<file path="src/verilog/tsrs_regs.svh">
// Register map constants for the timestamp record store
// Functional notes
// - The hour format bit chooses a 24-hour count 0-23 when clear and a 12-hour count 1-12 when set.
// - In 12-hour format hour bit 5 is the meridiem marker, zero for morning and one for afternoon.
// - In 24-hour format hour bit 5 instead holds the BCD twenty-hours digit.
// - Hour bit 4 holds the ten-hours digit and bits 3:0 the units-of-hours digit.
// - Seconds keep the tens digit in bits 6:4 and the units digit in bits 3:0, bit 7 unused.
// - Flag bit 3 is set when the capture came from a low-battery detection and reads zero otherwise.
// - Flag bits 2, 1, 0 mark captures from main-to-backup switch, backup-to-main switch, event pin.
`ifndef TSRS_REGS_SVH
`define TSRS_REGS_SVH
`define TSRS_OFS_SECONDS   8'h21
`define TSRS_OFS_MINUTES   8'h22
`define TSRS_OFS_HOURS     8'h23
`define TSRS_OFS_DAY       8'h24
`define TSRS_OFS_MONTH     8'h25
`define TSRS_OFS_YEARS     8'h26
`define TSRS_OFS_FLAGS     8'h27
`define TSRS_RESET_VAL     8'h00
`define TSRS_MASK_SECONDS  8'h7F
`define TSRS_MASK_MINUTES  8'h7F
`define TSRS_MASK_HOURS    8'h7F
`define TSRS_MASK_DAY      8'h3F
`define TSRS_MASK_MONTH    8'h9F
`define TSRS_MASK_YEARS    8'hFF
`define TSRS_MASK_FLAGS    8'h0F
`define TSRS_HR_FMT_BIT    6
`define TSRS_HR_B5_BIT     5
`define TSRS_HR_TENS_BIT   4
`define TSRS_FLAG_LOWBAT   3
`define TSRS_FLAG_TOBKP    2
`define TSRS_FLAG_TOMAIN   1
`define TSRS_FLAG_EVENT    0
`endif

</file>
<file path="src/verilog/tsrs_pkg.sv">
// Types for the timestamp record store
package tsrs_pkg;
   typedef enum logic [2:0] {
      TSRS_SEL_SECONDS,
      TSRS_SEL_MINUTES,
      TSRS_SEL_HOURS,
      TSRS_SEL_DAY,
      TSRS_SEL_MONTH,
      TSRS_SEL_YEARS,
      TSRS_SEL_FLAGS,
      TSRS_SEL_NONE
   } tsrs_sel_t;

   typedef struct packed {
      logic [2:0] s_tens_digit;
      logic [3:0] s_units_digit;
      logic [6:0] minutes;
      logic       hour_12_fmt;
      logic       meridiem_or_h_twenties;
      logic       h_tens_bit;
      logic [3:0] h_units;
      logic [5:0] day;
      logic       hundred_yr_bit;
      logic [4:0] month;
      logic [7:0] years;
   } tsrs_time_t;

   typedef struct packed {
      logic low_battery_trigger_flag;
      logic to_backup_trigger_flag;
      logic to_main_trigger_flag;
      logic event_pin_trigger_flag;
   } tsrs_flags_t;

   typedef struct packed {
      logic       wr;
      logic       rd;
      logic [7:0] addr;
      logic [7:0] wdata;
   } tsrs_req_t;
endpackage

</file>
<file path="src/verilog/tsrs_decode.sv">
// Address decoder for the timestamp record store
`timescale 1ns/1ns
`include "tsrs_regs.svh"
module tsrs_decode
   import tsrs_pkg::*;
(
   input  wire logic [7:0] addr,
   output tsrs_sel_t       sel
);
   always_comb begin
      case (addr)
         `TSRS_OFS_SECONDS: sel = TSRS_SEL_SECONDS;
         `TSRS_OFS_MINUTES: sel = TSRS_SEL_MINUTES;
         `TSRS_OFS_HOURS:   sel = TSRS_SEL_HOURS;
         `TSRS_OFS_DAY:     sel = TSRS_SEL_DAY;
         `TSRS_OFS_MONTH:   sel = TSRS_SEL_MONTH;
         `TSRS_OFS_YEARS:   sel = TSRS_SEL_YEARS;
         `TSRS_OFS_FLAGS:   sel = TSRS_SEL_FLAGS;
         default:           sel = TSRS_SEL_NONE;
      endcase
   end
endmodule

</file>
<file path="src/verilog/tsrs_store.sv">
// Timestamp record store: captured time, date and trigger flags
`timescale 1ns/1ns
`include "tsrs_regs.svh"
module tsrs_store
   import tsrs_pkg::*;
(
   input  wire logic        core_clk,
   input  wire logic        rst_n,
   input  tsrs_req_t        req,
   output logic [7:0]       rdata,
   output logic             rvalid,
   input  wire logic        capture,
   input  tsrs_time_t       cap_time,
   input  tsrs_flags_t      cap_flags,
   output tsrs_time_t       rec_time,
   output tsrs_flags_t      rec_flags,
   output logic             is_12h,
   output logic             is_pm,
   output logic [5:0]       hours_24
);
   tsrs_sel_t   sel;
   tsrs_time_t  time_q;
   tsrs_flags_t flags_q;
   logic [7:0]  rd_d;

   tsrs_decode tsrs_decode_inst (
      .addr (req.addr),
      .sel  (sel)
   );

   // Masked read-back of one stored byte
   function automatic logic [7:0] wmask(input logic [7:0] v, input logic [7:0] m);
      wmask = v & m;
   endfunction

   // Record contents: capture wins over a software write
   always_ff @(posedge core_clk or negedge rst_n) begin
      if (!rst_n) begin
         time_q  <= '0;
         flags_q <= '0;
      end else if (capture) begin
         time_q  <= cap_time;
         flags_q <= cap_flags;
      end else if (req.wr) begin
         case (sel)
            TSRS_SEL_SECONDS: begin
               time_q.s_tens_digit  <= req.wdata[6:4];
               time_q.s_units_digit <= req.wdata[3:0];
            end
            TSRS_SEL_MINUTES: time_q.minutes <= req.wdata[6:0];
            TSRS_SEL_HOURS: begin
               time_q.hour_12_fmt            <= req.wdata[`TSRS_HR_FMT_BIT];
               time_q.meridiem_or_h_twenties <= req.wdata[`TSRS_HR_B5_BIT];
               time_q.h_tens_bit             <= req.wdata[`TSRS_HR_TENS_BIT];
               time_q.h_units                <= req.wdata[3:0];
            end
            TSRS_SEL_DAY:   time_q.day <= req.wdata[5:0];
            TSRS_SEL_MONTH: begin
               time_q.hundred_yr_bit <= req.wdata[7];
               time_q.month          <= req.wdata[4:0];
            end
            TSRS_SEL_YEARS: time_q.years <= req.wdata;
            TSRS_SEL_FLAGS: flags_q <= req.wdata[3:0];
            default: ;
         endcase
      end
   end

   // Read mux; reserved bits read zero
   always_comb begin
      case (sel)
         TSRS_SEL_SECONDS: rd_d = wmask({1'b0, time_q.s_tens_digit, time_q.s_units_digit},
                                        `TSRS_MASK_SECONDS);
         TSRS_SEL_MINUTES: rd_d = wmask({1'b0, time_q.minutes}, `TSRS_MASK_MINUTES);
         TSRS_SEL_HOURS:   rd_d = wmask({1'b0, time_q.hour_12_fmt,
                                         time_q.meridiem_or_h_twenties,
                                         time_q.h_tens_bit, time_q.h_units},
                                        `TSRS_MASK_HOURS);
         TSRS_SEL_DAY:     rd_d = wmask({2'b00, time_q.day}, `TSRS_MASK_DAY);
         TSRS_SEL_MONTH:   rd_d = wmask({time_q.hundred_yr_bit, 2'b00, time_q.month},
                                        `TSRS_MASK_MONTH);
         TSRS_SEL_YEARS:   rd_d = wmask(time_q.years, `TSRS_MASK_YEARS);
         TSRS_SEL_FLAGS:   rd_d = wmask({4'h0, flags_q}, `TSRS_MASK_FLAGS);
         default:          rd_d = 8'h00;
      endcase
   end

   always_ff @(posedge core_clk or negedge rst_n) begin
      if (!rst_n) begin
         rdata  <= 8'h00;
         rvalid <= 1'b0;
      end else begin
         rvalid <= req.rd;
         if (req.rd) begin
            rdata <= rd_d;
         end
      end
   end

   always_ff @(posedge core_clk or negedge rst_n) begin
      if (!rst_n) begin
         rec_time  <= '0;
         rec_flags <= '0;
      end else begin
         rec_time  <= time_q;
         rec_flags <= flags_q;
      end
   end

   // Hour interpretation by format
   always_ff @(posedge core_clk or negedge rst_n) begin
      if (!rst_n) begin
         is_12h   <= 1'b0;
         is_pm    <= 1'b0;
         hours_24 <= 6'h00;
      end else begin
         is_12h <= time_q.hour_12_fmt;
         is_pm  <= time_q.hour_12_fmt & time_q.meridiem_or_h_twenties;
         if (time_q.hour_12_fmt) begin
            hours_24 <= {1'b0, time_q.h_tens_bit, time_q.h_units};
         end else begin
            hours_24 <= {time_q.meridiem_or_h_twenties, time_q.h_tens_bit, time_q.h_units};
         end
      end
   end
endmodule

</file>
<file path="config.mk">
export PLATFORM = sky130hd
export DESIGN_NAME = tsrs_store
export DESIGN_NICKNAME = d
export VERILOG_FILES = /design/src/verilog/tsrs_pkg.sv /design/src/verilog/tsrs_decode.sv /design/src/verilog/tsrs_store.sv
export VERILOG_INCLUDE_DIRS = /design/src /design/src/verilog
export SDC_FILE = /design/constraint.sdc
export NUM_CORES = 1
export LEC_CHECK = 0
export BUFFER_PORTS_ARGS = -buffer_cell sky130_fd_sc_hd__buf_2
export CORE_ASPECT_RATIO = 0.8
export CORE_MARGIN = 1.5
export CORE_UTILIZATION = 50
export DETAILED_ROUTE_END_ITERATION = 10
export GPL_ROUTABILITY_DRIVEN = 0
export GPL_TIMING_DRIVEN = 0
export HOLD_SLACK_MARGIN = 0.02
export PLACE_DENSITY_LB_ADDON = 0.05
export SLEW_MARGIN = 10
export SYNTH_ARGS = -nofsm -noshare
export SYNTH_HDL_FRONTEND = slang
export SYNTH_HIERARCHICAL = 1
export SYNTH_SLANG_ARGS = --single-unit
</file>
<file path="constraint.sdc">
create_clock -name core_clk -period 1.37 [get_ports core_clk]
set_clock_uncertainty 0.05 [all_clocks]
set_input_delay 0.274 -clock core_clk [delete_from_list [all_inputs] [get_ports core_clk]]
set_output_delay 0.274 -clock core_clk [all_outputs]
set_load 0.02 [all_outputs]
</file>
======== After elaboration in Yosys (flattened, before gate mapping) ========
Index checks and enable logic that the tools add are counted.
word-level totals
  register bits after elaboration ......... 106
  input bits .............................. 66
  word-level logic and storage cells ...... 78
operators by class
  eq/ne operators ......................... 13
  mux-type cells .......................... 14
  bitwise gates (word level) .............. 1
  reductions and logical operators ........ 16
operators by type and width
  operator                                        count
  2-to-1 mux 41 bit                               2
  == test 8 x 6 -> 1 bit (second input constant)  7
  one-hot mux 8 bit (7 select lines)              1
  2-to-1 mux 7 bit                                3
  one-hot mux 3 bit (7 select lines)              1
  2-to-1 mux 6 bit                                3
  nonzero test 2 bit                              8
  AND reduction 2 bit                             7
  2-to-1 mux 4 bit                                3
  == test 3 bit (second input constant)           3
  2-to-1 mux 8 bit                                1
  == test 3 x 2 -> 1 bit (second input constant)  2
  == test 3 x 1 -> 1 bit (second input constant)  1
  zero test 3 bit                                 1
  AND 1 bit                                       1

======== Logic depth before layout (Yosys ltp) ========
Gate-level depths: netlist of the first run.
  depth in word-level cells ............... 6
  depth in mapped cells ................... 8
  mapped depth without buffers ............ 6

======== Cells and area by module ========
The synthesis of the first run kept the hierarchy.
by module, submodules not included
  module       instances  cells each  area an instance (µm²)  seq. area each (µm²)
  tsrs_store   1          346         4132.7                  2527.4
  tsrs_decode  1          7           57.6                    0.0

======== Least setup slack after synthesis of the first run ========
Ideal clock, no wire load.
  kind .................................... input port to flip-flop
  from .................................... in req[12] (netlist name)
  to ...................................... reg time_q[34] (netlist name)
  arrival time ............................ 1653 ps
  data required time ...................... 1188 ps
  setup slack ............................. -464 ps
  stages on the path ...................... 7
  path through ............................ nor4_4 nand4_1 buf_6 nand2b_4 nor3_4 mux2i_1 o21ai_1
on the way
  longest elaborated chain between the ends .. 5
ends and longest elaborated chain
  what                                  line               RTL
  from (decl)                           tsrs_store.sv:9    input tsrs_req_t req,
  == test 8 x 6 -> 1 bit                tsrs_decode.sv:11  case (addr)
  one-hot mux 3 bit (7 select lines) *  tsrs_decode.sv:11
  via sel[2]                            tsrs_store.sv:21   tsrs_sel_t sel;
  zero test 3 bit *                     tsrs_store.sv:45   case (sel)
  nonzero test 2 bit (no line) *        --
  AND reduction 2 bit (no line) *       --
  to (signal assigned)                  tsrs_store.sv:42   time_q <= cap_time;
  to (decl)                             tsrs_store.sv:22   tsrs_time_t time_q;
Mark *: on every way through the listed nets, which the timed path passes. The rest lies on a longest branch.
A chain may end at the register's enable or synchronous reset.

======== Worst setup path in the final report of the first run ========
  from .................................... in req[15] (netlist name)
  to ...................................... reg rdata[1]
on the way
  longest elaborated chain between the ends .. 4
ends and longest elaborated chain
  what                                         line               RTL
  == test 8 x 6 -> 1 bit                       tsrs_decode.sv:11
  one-hot mux 3 bit (7 select lines) *         tsrs_decode.sv:11
  via sel[0]                                   tsrs_store.sv:21
  == test 3 bit, or another cell as far along  tsrs_store.sv:71   case (sel)
  one-hot mux 8 bit (7 select lines) *         tsrs_store.sv:71
  to (signal assigned)                         tsrs_store.sv:95   rdata <= rd_d;
  to (decl)                                    tsrs_store.sv:10   output logic [7:0] rdata,
Marks and branches as above.

==> results of run 1 <==
-- cell type report --
class                           count  area, um2
Timing Repair Buffer              156       1030
Fill cell                         585       2270
Inverter                            8       32.5
Buffer                             25        196
Multi-Input combinational cell    218       1630
Clock inverter                      4       75.1
Clock buffer                       10        128
Sequential cell                   101       2530
Tap cell                          108        135
-- flip-flops by register name, summed over array words and instances (netlist names), 4 cells and up --
signal and count:
rdata 8, rec_time 35, rec_flags 4, hours_24 6
time_q 41, flags_q 4
-- timing repair --
action | 4_1_cts | 5_1_grt
endpoints found under the hold margin | 48 | 0
setup buffers | 15 | 9
setup endpoints to repair | 53 | 58
pin swaps | 14 | 10
gates cloned | 2 | 1
hold buffers | 2 | 0
resized for setup | 45 | 42
-- cells by family (layout without fill, tap and decap cells) --
logic type	Yosys count	in the layout	share of synthesized area
mux	59	59	0.141
buf+inv	34	203	0.0439
flops	101	101	0.603
simple gates	84	84	0.111
compound gates	74	74	0.0985
xor+xnor	1	1	0.00209
-- stage by stage --
step	area, um2	hold slack, ns	instances	util
2_1_floorplan	4210	-0.0716	353	-
3_3_place_gp	4970	0.330	587	0.620
3_5_place_dp	5000	0.284	588	0.624
4_1_cts	5510	0.0549	620	0.687
5_1_grt	5750	0.0590	630	0.717
6_report	5750	0.0580	630	0.717
-- worst min path at each step --
stage                     slack [ns]                     end  depth (start not counted)              startpoint
after floorplan                -0.07  flags_q[0]$_DFFE_PN0P_                          0                   rst_n
after CTS                       0.05  time_q[35]$_DFFE_PN0P_                          3            cap_time[35]
final                           0.06  time_q[39]$_DFFE_PN0P_                          3            cap_time[39]
after global routing            0.06  time_q[36]$_DFFE_PN0P_                          3            cap_time[36]
after detailed placement        0.28         is_pm$_DFF_PN0_                          1                   rst_n
after global placement          0.33  rec_time[34]$_DFF_PN0_                          0  time_q[34]$_DFFE_PN0P_
-- power groups by stage --
stage | Clock [mW] | Sequential (mW) | Combinational, mW
finish | 2.01 | 3.38 | 0.928
global placement | 0 | 3.42 | 0.834
global route | 2.14 | 3.41 | 1.00
detailed placement | 0 | 3.42 | 0.856
floorplan | 0 | 3.56 | 0.282
CTS | 2.03 | 3.37 | 0.892
-- placed cells by master, fill, tap and decap left out, types with 5 or more instances in the layout --
cell type,instances
buf_12,6
o22ai_1,6
clkbuf_8,9
nand2_1,49
o21ai_1,42
dfrtp_1,101
clkbuf_1,7
o21ai_0,7
buf_4,19
mux2i_1,55
buf_1,5
nor2_1,6
buf_2,118
inv_1,7
buf_6,23
-- layer usage --
layer	track usage	share of wire	vias to the layer above
li1	-	-	1566
met1	0.402	0.49	1602
met2	0.367	0.44	132
met3	0.0591	0.066	10
met4	0.0560	0.0075	0
met5	0	0	-
-- worst max-delay path: cells and delay by family --
| kind | cells | cell delay, ns |
|---|---|---|
| and+or+nand+nor | 3 | 0.95 |
| buffers and inverters | 4 | 0.63 |
| AOI/OAI and AO/OA | 2 | 0.22 |
==> reports/results.tsv, run 1 <==
metric	value	unit
setup_slack	-0.459	ns
synth-main-ff-cell	dfrtp_1	
timing.rr.end	rdata[3]$_DFFE_PN0P_	
die_area	8940	um2
failed_checks	setup timing	
critPathMaxFanout	10	
clock-sinks	101	
synthArstFlopShare	1.00	
ios	128	
slowest_stage	nor4b_1	
cp-start-kind	input port	
cellPowerDensity	1100	nW/um2
tns	-17.42	ns
syn2layout_area_growth	37.2	%
yosysMostFrequentCell	dfrtp_1	
std_cell_rows	29	
synth_nets	419	
wl_per_cell	18.0	um
worst_pin_slew	0.691	ns
grt_pass1_wl	17.1	mm
coreArea	8020	um2
p_leak	2.88	nW
first_pass_iters	4	
start_util	0.523	
endpoint	rdata[1]$_DFFE_PN0P_	
rrSetupSlack	0.03	ns
crit_path_end_kind	flop	
antenna_found_initial	0	
cp-startpoint	req[15]	
clk_pin_slew	0.09	ns
clkPwrFrac	0.318	
route.vias.total	3310	
synthTopCellsByArea	dfrtp_1 (60%), mux2i_1 (14%), o21ai_0 (5.0%), nand2_1 (4.4%), buf_4 (1.4%)	
synth_cells	353	
grt_setup_unrepaired	true	
grt_usage	0.257	
maxCapViolCount	0	
p_sw	1.71	mW
syn_area_per_cell	11.9	um2
setup-violations-final	52	
ys_ff_latch	101	
max_freq	547	MHz
dp_slack	-0.986	ns
max-clock-path-buffers	2	
dp_hpwl	7.50	mm
maxSlewViolCount	0	
synth_top_area_cell	dfrtp_1	
crit_chain	buf_6 -> nor4_4 -> buf_4 -> nand3_4 -> buf_6 -> buf_2 -> nor4b_1 -> a2111oi_4 -> o22ai_1	
synth_edf_count	0	
drtIter0Drc	205	
clk_latency	0.37	ns
nets	585	
ys_seq_area_frac	0.603	
p_sw_frac	0.271	
antenna-diode-count	0	
hold_viol_final	0	
finalCritPeriodShare	1.33	
die_h	84.9	um
critPathArrivalTime	2.06	ns
vias_per_cell	5.25	
cts_max_level	3	
cts_tree	done	
intPower	4.61	mW
path_class	input port to flop	
cpMostUsedCell	buf_6	
grt_max_degree	55	
drtAntennaViolNets	0	
syn-cell-area	4190	um2
power_frac_comb	0.147	
cts_buffers	9	
yosys_warnings	6	
r2r-start	flags_q[3]$_DFFE_PN0P_	
fp.dieW	105	um
status	finished with violations	
grt_pass1_vias	3072	
fin_crit	1.83	ns
hp-class	input port to flop	
max_stage_delay	0.58	ns
ys_top_cells_by_count	dfrtp_1 (101), mux2i_1 (59), nand2_1 (49)	
grt-ovfl-total	0	
wl	11.4	mm
io_buffer_count	126	
drc	0	
drive_gt1_frac	0.408	
critPathRequiredTime	1.60	ns
pwr-share-seq	0.535	
finalPower	6.32	mW
yosys.area.top_type_share	0.603	
synthDistinctLibCells	39	
irDropWorstVdd	0.787	mV
reg2reg_depth	4	
cts_root_buf	clkbuf_8	
max_slew_margin	0.540	
No activity file was read; power rests on OpenSTA's default activity.
==> run 2, diff against run 1 <==
==> constraint.sdc (replaced) <==
create_clock -name core_clk -period 1.8 [get_ports core_clk]
set_clock_uncertainty 0.05 [all_clocks]
set_input_delay 0.36 -clock core_clk [delete_from_list [all_inputs] [get_ports core_clk]]
set_output_delay 0.36 -clock core_clk [all_outputs]
set_load 0.02 [all_outputs]
==> reports/results.tsv, run 2 (synthesis gave the netlist of run 1 again) <==
metric	value	unit
first_pass_iters	4	
grt_pass1_wl	16.7	mm
p_leak	2.79	nW
ios	128	
clk_latency	0.38	ns
max_slew_margin	0.543	
cts_max_level	3	
die_area	8940	um2
power_frac_comb	0.143	
hold_viol_final	0	
cp-start-kind	input port	
grt_setup_unrepaired	true	
seqCellArea	2530	um2
cellPowerDensity	848	nW/um2
setup-violations-final	3	
grt_usage	0.251	
maxSlewViolCount	0	
failed_checks	setup timing	
layout_commonest_cell	buf_2	
timing.hold.ws	0.0947	ns
antenna_found_initial	0	
cts_root_buf	clkbuf_8	
clock-sinks	101	
std_cell_rows	29	
fin_crit	1.91	ns
drtAntennaViolNets	0	
maxCapViolCount	0	
fp.dieW	105	um
worst_pin_slew	0.685	ns
max_freq	525	MHz
cts_buffers	9	
dp_hpwl	7.54	mm
clk_pin_slew	0.09	ns
hp-class	input port to flop	
drc	0	
reg_top3	time_q: 41 flops, rec_time: 35 flops, rdata: 8 flops	
critPathRequiredTime	2.00	ns
largest_reg_flops	41	
finalCritPeriodShare	1.06	
final_cell_mix	buf_2 (122), dfrtp_1 (101), mux2i_1 (58), nand2_1 (49), o21ai_0 (37)	
holdPathStages	1	
setup_slack	-0.105	ns
pwr-share-seq	0.548	
grt_pass1_vias	3066	
drtIter0Drc	225	
critPathMaxFanout	7	
reg2reg_depth	4	
intPower	3.39	mW
p_sw	1.30	mW
coreArea	8020	um2
syn2layout_area_growth	32.1	%
vias_per_cell	5.19	
cts_tree	done	
multi_input_area	1590	um2
clkPwrFrac	0.309	
route.vias.total	3226	
critPathArrivalTime	2.10	ns
max-clock-path-buffers	2	
die_h	84.9	um
grt_max_degree	67	
nets	575	
wl_per_cell	17.9	um
wl	11.1	mm
finalPower	4.69	mW
antenna-diode-count	0	
io_buffer_count	126	
fillCellCount	638	
drive_gt1_frac	0.390	
start_util	0.523	
path_class	input port to flop	
p_sw_frac	0.277	
crit_path_end_kind	flop	
top_register	time_q	
grt-ovfl-total	0	
irDropWorstVdd	0.716	mV
status	finished with violations	
run 2: timing repair:
item	in CTS	in global routing
hold buffers	1	0
pin swaps	6	9
gates resized for setup	10	28
endpoints found under the hold margin	35	0
setup endpoints to repair	33	42
buffers inserted	6	11
gates cloned	0	0
run 2: worst max-delay path, cell delays in order:
cell	delay, ns
buf_8	0.10
or3_4	0.36
nand4_1	0.17
buf_6	0.16
buf_6	0.12
mux2i_2	0.22
a211oi_2	0.12
a2111oi_4	0.36
o22ai_1	0.13
run 2: area by class of cell:
class | instances | area share
sequential | 101 | 0.457
multi-input combinational | 218 | 0.288
timing repair buffer | 145 | 0.158
buffer | 26 | 0.0316
clock buffer | 10 | 0.0249
tap | 108 | 0.0244
clock inverter | 5 | 0.0108
inverter | 8 | 0.00542
run 2: per-layer routing:
layer,global-route usage,vias up,share of wire
met5,0,-,0
met4,0.0511,0,0.0081
met3,0.0576,8,0.073
met2,0.373,120,0.45
met1,0.383,1561,0.47
li1,-,1537,-
run 2: through the flow:
step	TNS (ns)	std cells	util	instance area [um2]	setup WS, ns
6_report	-0.133	621	0.690	5540	-0.105
5_1_grt	-1.03	621	0.690	5540	-0.164
4_1_cts	-0.0916	610	0.663	5310	-0.0340
3_3_place_gp	-92.80	587	0.619	4970	-0.709
3_5_place_dp	-22.99	588	0.623	5000	-0.602
2_1_floorplan	-1.53	353	-	4200	-0.118
run 2: path summary, 6_finish.rpt:
| kind | slack, ns | end | startpoint |
|---|---|---|---|
| worst max-delay path | -0.11 | rdata[3]$_DFFE_PN0P_ | req[8] |
| worst min-delay path | 0.09 | rvalid$_DFF_PN0_ | req[16] |
| worst max register to register | 0.41 | rdata[3]$_DFFE_PN0P_ | time_q[30]$_DFFE_PN0P_ |
| worst min register to register | 0.35 | rec_time[18]$_DFF_PN0_ | time_q[18]$_DFFE_PN0P_ |
| max in group asynchronous | 0.60 | time_q[27]$_DFFE_PN0P_ | rst_n |
| min in group asynchronous | 0.43 | time_q[25]$_DFFE_PN0P_ | rst_n |
run 2: power groups by stage:
| stage | clock network [mW] | logic [mW] | registers [mW] |
|---|---|---|---|
| after floorplan | 0 | 0.209 | 2.71 |
| after global placement | 0 | 0.627 | 2.60 |
| after detailed placement | 0 | 0.646 | 2.61 |
| after CTS | 1.47 | 0.652 | 2.57 |
| after global routing | 1.54 | 0.728 | 2.59 |
| final | 1.45 | 0.671 | 2.57 |
==> run 3, diff against run 2 <==
==> constraint.sdc (replaced) <==
create_clock -name core_clk -period 1.9 [get_ports core_clk]
set_clock_uncertainty 0.05 [all_clocks]
set_input_delay 0.38 -clock core_clk [delete_from_list [all_inputs] [get_ports core_clk]]
set_output_delay 0.38 -clock core_clk [all_outputs]
set_load 0.02 [all_outputs]
==> reports/results.tsv, run 3 (synthesis gave the netlist of run 1 again) <==
metric	value	unit
hp-class	input port to flop	
critPathRequiredTime	2.09	ns
io_buffer_count	126	
grt_setup_unrepaired	true	
max_slew_margin	0.548	
antenna_found_initial	0	
antenna-diode-count	0	
maxCapViolCount	0	
max_freq	529	MHz
p_leak	2.72	nW
setup_slack	0.0110	ns
worst_pin_slew	0.678	ns
fin_crit	1.89	ns
fin_util	0.675	
start_util	0.523	
nets	566	
fillCellCount	636	
grt_pass1_wl	16.9	mm
std_cell_rows	29	
ios	128	
grt_usage	0.255	
die_area	8940	um2
clk_pin_slew	0.09	ns
coreArea	8020	um2
irDropWorstVdd	0.479	mV
cellPowerDensity	791	nW/um2
reg2reg_depth	4	
maxSlewViolCount	0	
setup-violations-final	0	
die_h	84.9	um
layout_commonest_cell	buf_2	
grt_pass1_vias	3109	
cts_root_buf	clkbuf_8	
vias_per_cell	5.32	
route.vias.total	3264	
wl	11.0	mm
grt_max_degree	60	
clk_latency	0.37	ns
syn2layout_area_growth	29.1	%
dp_hpwl	7.54	mm
reg_top3	time_q: 41 flops, rec_time: 35 flops, rdata: 8 flops	
critPathArrivalTime	2.08	ns
top_register	time_q	
status	completed	
wl_per_cell	18.0	um
grt-ovfl-total	0	
drtAntennaViolNets	0	
path_class	input port to flop	
clock-sinks	101	
drc	0	
dp_slack	-0.524	ns
drtIter0Drc	189	
cts_max_level	3	
finalCritPeriodShare	0.994	
max-clock-path-buffers	2	
critPathMaxFanout	10	
largest_reg_flops	41	
final_cell_mix	buf_2 (123), dfrtp_1 (101), mux2i_1 (56), nand2_1 (49), o21ai_0 (40)	
fp.dieW	105	um
first_pass_iters	5	
drive_gt1_frac	0.374	
cp-start-kind	input port	
hold_viol_final	0	
holdPathStages	1	
crit_path_end_kind	flop	
cts_tree	done	
cts_buffers	9	
-- run 3: cell count changes in the layout (fill, tap and decap cells not counted), moves of 2 or more --
cell / before / now
clkinvlp_4: 1 / 3
clkbuf_1: 6 / 9
mux2i_4: 0 / 2
mux2i_1: 58 / 56
o21ai_1: 13 / 10
o21ai_0: 37 / 40
buf_4: 19 / 11
buf_8: 2 / 0
-- run 3: final cells by class --
type | count | area (um2) | area share
flip-flops and latches | 101 | 2530 | 0.467
multi-input cells | 218 | 1600 | 0.295
repair buffers | 136 | 786 | 0.145
plain buffers | 26 | 166 | 0.0308
well taps | 108 | 135 | 0.0250
clock buffers | 11 | 131 | 0.0243
clock inverters | 5 | 36.3 | 0.00671
inverters | 8 | 30.0 | 0.00555
-- run 3: path summary, 6_finish.rpt --
kind / from / to / slack [ns]
setup / recovery: req[8] / rdata[2]$_DFFE_PN0P_ / 0.01
hold / removal: req[16] / rvalid$_DFF_PN0_ / 0.11
setup reg to reg: flags_q[3]$_DFFE_PN0P_ / rdata[3]$_DFFE_PN0P_ / 0.55
hold reg to reg: time_q[24]$_DFFE_PN0P_ / hours_24[4]$_DFF_PN0_ / 0.36
max in group asynchronous: rst_n / rdata[7]$_DFFE_PN0P_ / 0.63
min in group asynchronous: rst_n / time_q[26]$_DFFE_PN0P_ / 0.49
-- run 3: worst max-delay path, stage by stage --
cell and delay (ns):
buf_6 0.10, or3_1 0.36, nand4_1 0.16, buf_6 0.17, buf_6 0.18, mux2i_4 0.26, o21ai_2 0.09, a211oi_2 0.28
o22ai_1 0.09
-- run 3: routing by layer --
metal  up-vias  GRT usage  wire [um]
met5         -          0          0
met4         0     0.0822        175
met3        14     0.0515        695
met2       142      0.358       4700
met1      1587      0.399       5440
li1       1521          -          -
-- run 3: per-stage QoR --
stage                     total power, mW  hold slack (ns)  instances  TNS, ns  cell area (um2)
final                                4.28            0.115        613        0             5410
after global routing                 4.48            0.109        613  -0.0976             5410
after CTS                            4.29            0.107        611        0             5280
after detailed placement             3.08            0.331        588   -19.00             4990
after global placement               3.06            0.336        587   -81.30             4960
after floorplan                      2.76           0.0344        353   -0.324             4200
-- run 3: repair_timing --
action	CTS	global route
setup buffers	6	2
pin swaps	4	9
hold buffers	1	0
hold endpoints to repair	42	0
endpoints found under the setup margin	24	31
resized for setup	7	24
-- run 3: power breakdown --
part / total, mW / leakage, nW / switching (mW) / internal [mW]
sequential: 2.44 / 1.24 / 0.112 / 2.33
combinational: 0.629 / 1.40 / 0.386 / 0.243
clock: 1.22 / 0.0760 / 0.737 / 0.480
total: 4.28 / 2.72 / 1.23 / 3.05
